$ cat src/inc/pll_cfg_pkg.sv
package pll_cfg_pkg;
	// Register offsets
	localparam logic [7:0] OFS_FREQ_SEL    = 8'h00;
	localparam logic [7:0] OFS_MN_ENABLE   = 8'h0A;
	localparam logic [7:0] OFS_REF_N_HIGH  = 8'h0F;
	localparam logic [7:0] OFS_REF_N_LOW   = 8'h10;
	localparam logic [7:0] OFS_SPREAD_LOW  = 8'h11;
	localparam logic [7:0] OFS_SPREAD_HIGH = 8'h12;
	localparam logic [7:0] OFS_CPU_LINK    = 8'h13;
	localparam logic [7:0] OFS_REF_DIV     = 8'h14;
	localparam logic [7:0] OFS_TEST        = 8'h15;
	// Field positions
	localparam int FREQ_SOURCE_BIT = 7;
	localparam int MN_ENABLE_BIT  = 7;
	localparam int N_BIT8_POS     = 7;
	localparam int N_BIT9_POS     = 6;
	localparam int STRAP_WIDTH    = 5;
	// Divider offsets of the VCO equation
	localparam logic [10:0] N_OFFSET = 11'h008;
	localparam logic [6:0]  M_OFFSET = 7'h02;
	// Reset values and write masks
	localparam logic [7:0] RESET_ZERO    = 8'h00;
	localparam logic [7:0] RESET_REF_DIV = 8'h01;
	localparam logic [7:0] RESET_CPU_LNK = 8'h11;
	localparam logic [7:0] REF_DIV_RSVD  = 8'hF0;
	localparam logic [7:0] SPREAD_RO     = 8'h80;
	// Power-on reset hold, in ns, and its cycle count
	localparam int CLOCK_NS    = 10;
	localparam int POR_TIME_NS = 1000;
	localparam int POR_CYCLES  = (POR_TIME_NS + CLOCK_NS - 1) / CLOCK_NS;
	// Register bus request
	typedef struct packed {
		logic       wr;
		logic [7:0] addr;
		logic [7:0] wdata;
	} reg_req_t;
	// Derived configuration
	typedef struct packed {
		logic [10:0] n_total;
		logic [6:0]  m_total;
		logic [14:0] spread_percent_code;
		logic [3:0]  processor_clock_divider;
		logic [3:0]  link_clock_divider;
		logic [4:0]  pci_divider;
		logic [3:0]  serdes_ref_output_divider;
	} clk_cfg_t;
	typedef enum logic [1:0] {ST_SAMPLE, ST_LOAD, ST_RUN} strap_state_t;
endpackage

$ cat src/pll_divider_spread_config.sv
`timescale 1ns/1ps
module pll_divider_spread_config (
	// Clock and reset
	input  wire logic                   i_clock,
	input  wire logic                   i_resetn,
	// Register port
	input  wire pll_cfg_pkg::reg_req_t  i_req,
	input  wire logic                   i_req_valid,
	output logic [7:0]                  o_rdata,
	// Strap pins
	input  wire logic [4:0]             i_strap_in,
	input  wire logic [4:0]             i_clk_drive,
	output logic [4:0]                  o_strap_out,
	output logic [4:0]                  o_strap_oe,
	// Derived configuration
	output pll_cfg_pkg::clk_cfg_t       o_cfg,
	output logic [3:0]                  o_freq_select
);
	pll_cfg_pkg::strap_state_t state_q;
	logic [9:0]  por_cnt_q;
	logic [4:0]  strap_q;
	logic [7:0]  fsel_q, mnen_q, nhigh_q, nlow_q, spl_q, sph_q, cpulnk_q, refdiv_q, test_q;
	logic        wr_ok;
	logic        mn_wr;

	function automatic logic hit(input logic [7:0] a, input logic [7:0] ofs);
		hit = i_req_valid && i_req.wr && (a == ofs);
	endfunction

	// Straps sampled while power-on reset runs, then released to outputs
	always_ff @(posedge i_clock or negedge i_resetn) begin
		if (!i_resetn) begin
			state_q   <= pll_cfg_pkg::ST_SAMPLE;
			por_cnt_q <= '0;
			strap_q   <= '0;
		end else begin
			case (state_q)
				pll_cfg_pkg::ST_SAMPLE: begin
					strap_q   <= i_strap_in;
					por_cnt_q <= por_cnt_q + 10'(1);
					if (por_cnt_q == 10'(pll_cfg_pkg::POR_CYCLES - 1)) begin
						state_q <= pll_cfg_pkg::ST_LOAD;
					end
				end
				pll_cfg_pkg::ST_LOAD: state_q <= pll_cfg_pkg::ST_RUN;
				pll_cfg_pkg::ST_RUN:  state_q <= pll_cfg_pkg::ST_RUN;
				default:              state_q <= pll_cfg_pkg::ST_SAMPLE;
			endcase
		end
	end

	// Latch follows the pins only while sampling; a running clock must never reach it
	chk_strap_take: assert property (@(posedge i_clock) disable iff (!i_resetn)
		(state_q == pll_cfg_pkg::ST_SAMPLE) |=> strap_q == $past(i_strap_in))
		else $error("Strap latch missed pin level");
	chk_strap_freeze: assert property (@(posedge i_clock) disable iff (!i_resetn)
		(state_q != pll_cfg_pkg::ST_SAMPLE) |=> $stable(strap_q))
		else $error("Strap latch changed after sampling");

	// Pins drive clocks only after reset, so straps never fight the load
	always_ff @(posedge i_clock or negedge i_resetn) begin
		if (!i_resetn) begin
			o_strap_oe  <= '0;
			o_strap_out <= '0;
		end else begin
			o_strap_oe  <= {5{state_q == pll_cfg_pkg::ST_RUN}};
			o_strap_out <= (state_q == pll_cfg_pkg::ST_RUN) ? i_clk_drive : '0;
		end
	end

	// Once running, every pin is driven and carries its clock pattern
	chk_pin_on: assert property (@(posedge i_clock) disable iff (!i_resetn)
		(state_q == pll_cfg_pkg::ST_RUN)
		|=> (o_strap_oe == '1) && (o_strap_out == $past(i_clk_drive)))
		else $error("Strap pin not driving its clock");

	assign wr_ok = (state_q == pll_cfg_pkg::ST_RUN);
	assign mn_wr = wr_ok && mnen_q[pll_cfg_pkg::MN_ENABLE_BIT];

	// Control registers
	always_ff @(posedge i_clock or negedge i_resetn) begin
		if (!i_resetn) begin
			fsel_q   <= pll_cfg_pkg::RESET_ZERO;
			mnen_q   <= pll_cfg_pkg::RESET_ZERO;
			spl_q    <= pll_cfg_pkg::RESET_ZERO;
			sph_q    <= pll_cfg_pkg::RESET_ZERO;
			cpulnk_q <= pll_cfg_pkg::RESET_CPU_LNK;
			refdiv_q <= pll_cfg_pkg::RESET_REF_DIV;
			test_q   <= pll_cfg_pkg::RESET_ZERO;
		end else if (wr_ok) begin
			if (hit(i_req.addr, pll_cfg_pkg::OFS_FREQ_SEL)) fsel_q <= i_req.wdata;
			if (hit(i_req.addr, pll_cfg_pkg::OFS_MN_ENABLE)) mnen_q <= i_req.wdata;
			if (hit(i_req.addr, pll_cfg_pkg::OFS_SPREAD_LOW)) spl_q <= i_req.wdata;
			if (hit(i_req.addr, pll_cfg_pkg::OFS_SPREAD_HIGH)) begin
				sph_q <= i_req.wdata & ~pll_cfg_pkg::SPREAD_RO;
			end
			if (hit(i_req.addr, pll_cfg_pkg::OFS_CPU_LINK)) cpulnk_q <= i_req.wdata;
			if (hit(i_req.addr, pll_cfg_pkg::OFS_REF_DIV)) begin
				refdiv_q <= i_req.wdata & ~pll_cfg_pkg::REF_DIV_RSVD;
			end
			if (hit(i_req.addr, pll_cfg_pkg::OFS_TEST)) test_q <= i_req.wdata;
		end
	end

	// Writes before the run state are refused; writable fields store what was sent
	chk_early_write: assert property (@(posedge i_clock) disable iff (!i_resetn)
		(state_q != pll_cfg_pkg::ST_RUN) |=> $stable(cpulnk_q) && $stable(refdiv_q))
		else $error("Register written before run state");
	chk_ref_take: assert property (@(posedge i_clock) disable iff (!i_resetn)
		(wr_ok && i_req_valid && i_req.wr && i_req.addr == pll_cfg_pkg::OFS_REF_DIV)
		|=> refdiv_q[3:0] == $past(i_req.wdata[3:0]))
		else $error("Output divider write lost");
	chk_spread_take: assert property (@(posedge i_clock) disable iff (!i_resetn)
		(wr_ok && i_req_valid && i_req.wr && i_req.addr == pll_cfg_pkg::OFS_SPREAD_HIGH)
		|=> sph_q[6:0] == $past(i_req.wdata[6:0]))
		else $error("Spread code write lost");

	// Divider registers default from the straps once sampling ends
	always_ff @(posedge i_clock or negedge i_resetn) begin
		if (!i_resetn) begin
			nhigh_q <= pll_cfg_pkg::RESET_ZERO;
			nlow_q  <= pll_cfg_pkg::RESET_ZERO;
		end else if (state_q == pll_cfg_pkg::ST_LOAD) begin
			nhigh_q <= {3'h0, strap_q};
			nlow_q  <= {3'h0, strap_q};
		end else if (mn_wr) begin
			if (hit(i_req.addr, pll_cfg_pkg::OFS_REF_N_HIGH)) nhigh_q <= i_req.wdata;
			if (hit(i_req.addr, pll_cfg_pkg::OFS_REF_N_LOW)) nlow_q <= i_req.wdata;
		end
	end

	// Divider bytes move only through an enabled write or the strap load
	chk_n_write: assert property (@(posedge i_clock) disable iff (!i_resetn)
		(mn_wr && i_req_valid && i_req.wr && i_req.addr == pll_cfg_pkg::OFS_REF_N_LOW)
		|=> nlow_q == $past(i_req.wdata))
		else $error("Feedback divider write lost");
	chk_nhigh_gate: assert property (@(posedge i_clock) disable iff (!i_resetn)
		(state_q == pll_cfg_pkg::ST_RUN && !mnen_q[pll_cfg_pkg::MN_ENABLE_BIT])
		|=> $stable(nhigh_q))
		else $error("Divider high byte changed without enable");

	// Read mux, unmapped offsets read zero
	always_ff @(posedge i_clock or negedge i_resetn) begin
		if (!i_resetn) begin
			o_rdata <= '0;
		end else begin
			case (i_req.addr)
				pll_cfg_pkg::OFS_FREQ_SEL:    o_rdata <= fsel_q;
				pll_cfg_pkg::OFS_MN_ENABLE:   o_rdata <= mnen_q;
				pll_cfg_pkg::OFS_REF_N_HIGH:  o_rdata <= nhigh_q;
				pll_cfg_pkg::OFS_REF_N_LOW:   o_rdata <= nlow_q;
				pll_cfg_pkg::OFS_SPREAD_LOW:  o_rdata <= spl_q;
				pll_cfg_pkg::OFS_SPREAD_HIGH: o_rdata <= sph_q;
				pll_cfg_pkg::OFS_CPU_LINK:    o_rdata <= cpulnk_q;
				pll_cfg_pkg::OFS_REF_DIV:     o_rdata <= refdiv_q;
				pll_cfg_pkg::OFS_TEST:        o_rdata <= test_q;
				default:                      o_rdata <= '0;
			endcase
		end
	end

	// Derived settings; the PCI divider is the link divider doubled
	always_ff @(posedge i_clock or negedge i_resetn) begin
		if (!i_resetn) begin
			o_cfg         <= '0;
			o_freq_select <= '0;
		end else begin
			o_cfg.n_total <= {1'b0, nhigh_q[pll_cfg_pkg::N_BIT9_POS],
				nhigh_q[pll_cfg_pkg::N_BIT8_POS], nlow_q} + pll_cfg_pkg::N_OFFSET;
			o_cfg.m_total <= {1'b0, nhigh_q[5:0]} + pll_cfg_pkg::M_OFFSET;
			o_cfg.spread_percent_code       <= {sph_q[6:0], spl_q};
			o_cfg.processor_clock_divider   <= cpulnk_q[7:4];
			o_cfg.link_clock_divider        <= cpulnk_q[3:0];
			o_cfg.pci_divider               <= {cpulnk_q[3:0], 1'b0};
			o_cfg.serdes_ref_output_divider <= refdiv_q[3:0];
			o_freq_select <= fsel_q[pll_cfg_pkg::FREQ_SOURCE_BIT] ? fsel_q[3:0]
				: strap_q[3:0];
		end
	end

	// Derived outputs lag their registers by one edge, so checks skip the edge after reset
	chk_pci_double: assert property (@(posedge i_clock) disable iff (!i_resetn)
		$past(i_resetn) |-> o_cfg.pci_divider == {$past(cpulnk_q[3:0]), 1'b0})
		else $error("PCI divider not twice link divider");
	chk_cpu_div: assert property (@(posedge i_clock) disable iff (!i_resetn)
		$past(i_resetn) |-> o_cfg.processor_clock_divider == $past(cpulnk_q[7:4]))
		else $error("Processor divider not from its register");
	chk_pin_dir: assert property (@(posedge i_clock) disable iff (!i_resetn)
		(state_q != pll_cfg_pkg::ST_RUN) |=> o_strap_oe == '0)
		else $error("Strap pin driven before reset end");
	chk_spread_ro: assert property (@(posedge i_clock) disable iff (!i_resetn)
		sph_q[7] == 1'b0)
		else $error("Spread high bit 7 not zero");
	chk_rsvd_zero: assert property (@(posedge i_clock) disable iff (!i_resetn)
		refdiv_q[7:4] == 4'h0)
		else $error("Reserved divider bits set");
	chk_mn_gate: assert property (@(posedge i_clock) disable iff (!i_resetn)
		(state_q == pll_cfg_pkg::ST_RUN && !mnen_q[pll_cfg_pkg::MN_ENABLE_BIT]) |=> $stable(nlow_q))
		else $error("Divider changed without enable");
	chk_strap_load: assert property (@(posedge i_clock) disable iff (!i_resetn)
		(state_q == pll_cfg_pkg::ST_LOAD) |=> nlow_q == {3'h0, $past(strap_q)})
		else $error("Divider default not from straps");
	chk_freq_source: assert property (@(posedge i_clock) disable iff (!i_resetn)
		!fsel_q[pll_cfg_pkg::FREQ_SOURCE_BIT] && $stable(strap_q) && $stable(fsel_q)
		|=> o_freq_select == $past(strap_q[3:0]))
		else $error("Frequency not from straps");
	chk_freq_prog: assert property (@(posedge i_clock) disable iff (!i_resetn)
		fsel_q[pll_cfg_pkg::FREQ_SOURCE_BIT] |=> o_freq_select == $past(fsel_q[3:0]))
		else $error("Frequency not from register bits");
	chk_spread_code: assert property (@(posedge i_clock) disable iff (!i_resetn)
		$past(i_resetn) |-> o_cfg.spread_percent_code == {$past(sph_q[6:0]), $past(spl_q)})
		else $error("Spread code not from its bytes");
	chk_vco_n: assert property (@(posedge i_clock) disable iff (!i_resetn)
		$past(i_resetn) |-> o_cfg.n_total == {1'b0, $past(nhigh_q[pll_cfg_pkg::N_BIT9_POS]),
		$past(nhigh_q[pll_cfg_pkg::N_BIT8_POS]), $past(nlow_q)} + pll_cfg_pkg::N_OFFSET)
		else $error("N total wrong");
	chk_m_total: assert property (@(posedge i_clock) disable iff (!i_resetn)
		$past(i_resetn) |-> o_cfg.m_total == $past(nhigh_q[5:0]) + pll_cfg_pkg::M_OFFSET)
		else $error("M total wrong");
endmodule

$ cat config.mk
export PLATFORM = sky130hd
export DESIGN_NAME = pll_divider_spread_config
export DESIGN_NICKNAME = d
export VERILOG_FILES = /design/src/inc/pll_cfg_pkg.sv /design/src/pll_divider_spread_config.sv
export SDC_FILE = /design/constraint.sdc
export NUM_CORES = 1
export LEC_CHECK = 0
export BUFFER_PORTS_ARGS = -buffer_cell sky130_fd_sc_hd__buf_4
export CORE_UTILIZATION = 35
export CTS_CLUSTER_DIAMETER = 80
export DETAILED_ROUTE_END_ITERATION = 6
export PLACE_DENSITY = 0.58
export SETUP_SLACK_MARGIN = 0.3
export SLEW_MARGIN = 20
export SYNTH_ARGS = -nofsm -noshare
export SYNTH_HDL_FRONTEND = slang
export SYNTH_SLANG_ARGS = --single-unit
$ cat constraint.sdc
create_clock -name i_clock -period 1.9 [get_ports i_clock]
set_clock_uncertainty 0.2 [all_clocks]
set_input_delay 0.095 -clock i_clock [delete_from_list [all_inputs] [get_ports i_clock]]
set_output_delay 0.095 -clock i_clock [all_outputs]
set_load 0.02 [all_outputs]
Word level (Yosys, flattened, before mapping)
Cells that the tools add are included.
{"block": "totals", "ff_bits": 147, "in_bits": 30, "output_inout_bits": 72, "wordCells": 74}
{"block": "op_classes", "add_sub_neg": 3, "n_eq_ne": 12, "muxes": 11, "reduce_logical": 26}
{"op": "$pmux W8 S9", "n": 1}
{"op": "$eq A8 B5 Y1 const B", "n": 6}
{"op": "$mux W8", "n": 6}
{"op": "$reduce_and A2 Y1", "n": 9}
{"op": "$eq A8 B4 Y1 const B", "n": 2}
{"op": "$add A10 B4 Y11 const B", "n": 1}
{"op": "$logic_and A1 B1 Y1", "n": 11}
{"op": "$add A10 B1 Y10 const B", "n": 1}
{"op": "$eq A10 B7 Y1 const B", "n": 1}
{"op": "$logic_not A8 Y1", "n": 1}
{"op": "$add A6 B2 Y7 const B", "n": 1}
{"op": "$reduce_bool A2 Y1", "n": 3}
{"op": "$mux W5", "n": 1}
{"op": "$mux W4", "n": 1}
{"op": "$pmux W2 S2", "n": 1}
{"op": "$eq A2 B1 Y1 const B", "n": 1}
{"op": "$eq A2 B2 Y1 const B", "n": 1}
{"op": "$logic_not A2 Y1", "n": 1}
{"op": "$mux W2", "n": 1}
{"op": "$ne A2 B2 Y1 const B", "n": 1}
{"op": "$reduce_or A2 Y1", "n": 1}

Logic depth before layout (Yosys ltp)
{"block": "logic_depth", "ltp_word": 5, "mapped_depth": 8, "mapped_depth_nobuf": 6}

Worst setup path after synthesis
OpenSTA, ideal clock, no wires.
{"block": "synth_timing", "path_type": "register -> register", "from": "register state_q[0]", "to": "register mnen_q[0]", "setup_ps": 125, "t_arrival_ps": 1784, "required_time_ps": 1575, "path_slack_ps": -209, "path_stages_with_launch": 7, "n_path_buf": 1, "synth_period_minus_slack_ps": 2109, "path_cell_list": "dfrtp_1 > inv_1 > ha_1 > and4b_1 > clkbuf_1 > nor3b_4 > mux2_2"}
{"block": "synth_between", "elab_chain_cells": 2}
{"item": "start, declared", "line": "pll_divider_spread_config.sv:19", "rtl": "pll_cfg_pkg::strap_state_t state_q;"}
{"item": "start signal, assigned", "line": "pll_divider_spread_config.sv:33", "rtl": "state_q <= pll_cfg_pkg::ST_SAMPLE;"}
{"item": "start signal, assigned", "line": "pll_divider_spread_config.sv:42", "rtl": "state_q <= pll_cfg_pkg::ST_LOAD;"}
{"item": "start signal, assigned", "line": "pll_divider_spread_config.sv:45", "rtl": "pll_cfg_pkg::ST_LOAD: state_q <= pll_cfg_pkg::ST_RUN;"}
{"item": "$eq A2 B2 Y1", "line": "pll_divider_spread_config.sv:77", "rtl": "assign wr_ok = (state_q == pll_cfg_pkg::ST_RUN);"}
{"item": "net wr_ok", "line": "pll_divider_spread_config.sv:23", "rtl": "logic wr_ok;"}
{"item": "$reduce_and A2 Y1 (no source line)"}
{"item": "end signal, assigned", "line": "pll_divider_spread_config.sv:84", "rtl": "mnen_q <= pll_cfg_pkg::RESET_ZERO;"}
{"item": "end signal, assigned", "line": "pll_divider_spread_config.sv:92", "rtl": "if (hit(i_req.addr, pll_cfg_pkg::OFS_MN_ENABLE)) mnen_q <= i_req.wdata;"}
{"item": "end, declared", "line": "pll_divider_spread_config.sv:22", "rtl": "logic [7:0] fsel_q, mnen_q, nhigh_q, nlow_q, spl_q, sph_q, cpulnk_q, refdiv_q, test_q;"}
The timed path passes the listed nets, and every way through them passes these cells.
A chain may end at the register's enable or synchronous reset.

Worst setup path after layout
{"block": "layout_timing", "from": "register state_q[0]", "to": "register mnen_q[5]"}
The elaborated chain is that of the path after synthesis.

==> qor.yml <==
core_um2: 16600
finalPower_mw: 7.03
grt_pass1_vias: 4426
cts_sinks: 147
fmaxAchievable_mhz: 515
avgSynthCellArea_um2: 13.5
grt_pass1_wl_um: 24700
setup_viol: 16
synth.distinct_cells: 52
maxSlewHeadroom_pct: 37.1
ys_seq_area_share_pct: 62.0
synth_cells: 440
clkSlewWorstSetupHoldPaths_ns: 0.06
drive_gt1_share_pct: 48.0
crit_end: "mnen_q[5]"
critPathLaunch: "state_q[0]"
vias: 4263
layout_setup_ws_ns: -0.0406
yosysWarnings: 0
multi_input_area_um2: 2480
overflow: 0
reg2reg_from: "state_q[0]"
rows: 47
antenna_found_initial: 0
dp.cells: 772
regArea_um2: 3680
drv_cap: 0
violations: "negative setup slack"
die_h_um: 132
wl_per_cell_um: 18.3
num-fill-cells: 1398
ant_nets: 0
finalHoldViolations: 0
ys.flop_type: "dfrtp_1"
dieArea_um2: 17500
pre_cts_ws_ns: -0.151
leakagePower_nw: 4.39
r2r_slack_ns: -0.04
netlist_area_um2: 5940
dpl.hpwl_um: 10400
slew_viol_final: 0
grt_usage_pct: 18.6
drtIter0Drc: 329
tightest_slew_ns: 0.939
io_pins: 102
nets: 661
syn2layout_area_growth_pct: 48.0
antennaDiodeCount: 0
grt_max_degree: 47
stdcell_count: 856
synth_edf_count: 0
powerDensity_nw_per_um2: 799
arrival_ns: 2.05
crit_required_ns: 2.01
start_util_pct: 35.8
htreeDepth: 4
dpl_cell_area_um2: 7250
crit_path_end_kind: "flop"
post_drt_via_cell_ratio: 4.98
critPathKind: "flop to flop"
hp-class: "primary input to flop"
r2r-end: "mnen_q[5]"
cp-start-kind: "flop"
crit_fanout: 8
die_w_um: 132
gp_congestion: 0.930
drc: 0
rsz0062_at_grt: "true"
min_period_ns: 1.94
status: "finished, violations left"
ys_async_sr_fraction_pct: 100
drt_wl_total_um: 15600
post-route-cell-area_um2: 8790
cts-root-buf: "clkbuf_16"
syn_nets: 477
port_buffers: 100
ys_ff_latch: 147
final.period_utilization_pct: 102
cts_buffers: 17
peakVddDrop_mv: 0.671
cts_tree: "done"
cts_buffer_depth: 2
rr_worst_depth: 6
clk-insertion-delay-late_ns: 0.42
dr.pass1.iters: 5
cell usage after synthesis, types with 3 or more instances:
| cell | count | area (um2) |
|---|---|---|
| dfrtp_1 | 144 | 3600 |
| mux2_2 | 66 | 743 |
| nor2_1 | 23 | 86.3 |
| nand3_1 | 17 | 85.1 |
| mux2i_1 | 16 | 160 |
| nand2_1 | 14 | 52.6 |
| a22oi_1 | 12 | 90.1 |
| nor3_1 | 12 | 60.1 |
| clkbuf_1 | 10 | 37.5 |
| xnor2_1 | 10 | 87.6 |
| buf_4 | 9 | 67.6 |
| a211oi_1 | 8 | 60.1 |
| and2_1 | 7 | 43.8 |
| buf_2 | 7 | 35.0 |
| ha_1 | 7 | 87.6 |
| xor2_1 | 7 | 61.3 |
| inv_1 | 6 | 22.5 |
| a21oi_1 | 5 | 25.0 |
| a221o_1 | 5 | 50.1 |
| o21ai_0 | 5 | 25.0 |
| a211o_1 | 4 | 35.0 |
| nor2b_1 | 4 | 25.0 |
| dfstp_2 | 3 | 78.8 |
| nand4_1 | 3 | 18.8 |
worst max-delay path: stages, from the launching register on:
cell     delay [ns]
dfrtp_1        0.38
inv_2          0.08
ha_4           0.15
and4b_2        0.29
nor3b_4        0.25
buf_12         0.17
mux2_4         0.30
cell type report:
type | count | area share, %
timing repair buffer | 194 | 19.3
sequential | 147 | 41.9
multi-input combinational | 258 | 28.2
inverter | 6 | 0.285
clock buffer | 22 | 5.51
clock inverter | 9 | 1.72
tap | 220 | 3.13
repair_timing:
action | in CTS | in global routing
hold buffers | 24 | 0
hold endpoints to repair | 224 | 0
buffers inserted | 16 | 10
endpoints found under the setup margin | 80 | 104
pin swaps | 17 | 15
cloned | 2 | 1
gates resized for setup | 69 | 34
registers in the layout, indices dropped and copies added (netlist names):
name and cells:
cpulnk_q 8, fsel_q 8, mnen_q 8, nhigh_q 8, nlow_q 8, o_cfg 45, o_freq_select 4, o_rdata 8
o_strap_oe 1, o_strap_out 5, por_cnt_q 10, refdiv_q 4, sph_q 7, spl_q 8, state_q 2, strap_q 5
test_q 8
cells in the final DEF, fill, tap and decap left out, types with 6 or more instances in the layout:
| master | instances |
|---|---|
| nor2_1 | 22 |
| nor3_1 | 9 |
| a22oi_1 | 12 |
| xnor2_1 | 10 |
| clkbuf_16 | 19 |
| mux2_4 | 43 |
| nand3_1 | 13 |
| mux2_2 | 23 |
| dfrtp_1 | 143 |
| and2_1 | 7 |
| mux2i_1 | 16 |
| buf_4 | 146 |
| buf_12 | 6 |
| buf_6 | 14 |
| dlygate4sd3_1 | 24 |
| nand2_1 | 10 |
| xor2_1 | 6 |
how the worst min path moves through the flow:
stage | startpoint | endpoint | slack [ns] | cells after the start
after floorplan | i_resetn | cpulnk_q[1] | -0.40 | 0
after global placement | i_resetn | o_cfg[42] | -0.17 | 1
after detailed placement | i_resetn | o_cfg[42] | -0.16 | 1
after CTS | i_req[9] | cpulnk_q[7] | 0.03 | 4
after global routing | i_req[9] | cpulnk_q[0] | 0.04 | 4
final | i_req[9] | cpulnk_q[7] | 0.04 | 4
metrics by stage:
stage	hold slack, ns	TNS, ns	utilization [%]
2_1_floorplan	-0.401	-0.391	-
3_3_place_gp	-0.169	-0.572	43.7
3_5_place_dp	-0.162	-0.945	43.7
4_1_cts	0.0266	-0.298	51.7
5_1_grt	0.0408	-2.51	53.0
6_report	0.0413	-0.305	53.0
kinds of logic (layout without fill, tap and decap cells):
family / count (synthesis) / in the layout / synth area share, %
xor+xnor: 17 / 17 / 2.51
mux: 82 / 82 / 15.2
flops: 147 / 147 / 62.0
compound gates: 51 / 51 / 6.49
buf+inv: 35 / 231 / 3.05
other cells: 1 / 1 / 0.0631
simple gates: 100 / 100 / 9.24
fa+ha+maj: 7 / 7 / 1.47
layer usage:
metal  global-route usage (%)  up-vias  share of wire (%)
met2                     30.4      119                 50
met3                     4.19       19                4.7
met5                        0        -                  0
li1                         -     1944                  -
met1                     24.6     2181                 44
met4                     5.94        0                1.3
report_power, final:
group | leakage [nW] | internal (mW) | total [mW] | switching, mW
registers | 2.00 | 3.14 | 3.15 | 0.00623
clock network | 0.312 | 2.32 | 3.56 | 1.24
logic | 2.08 | 0.133 | 0.317 | 0.184
total | 4.39 | 5.60 | 7.03 | 1.43
Power figures use the tool's default switching activity.
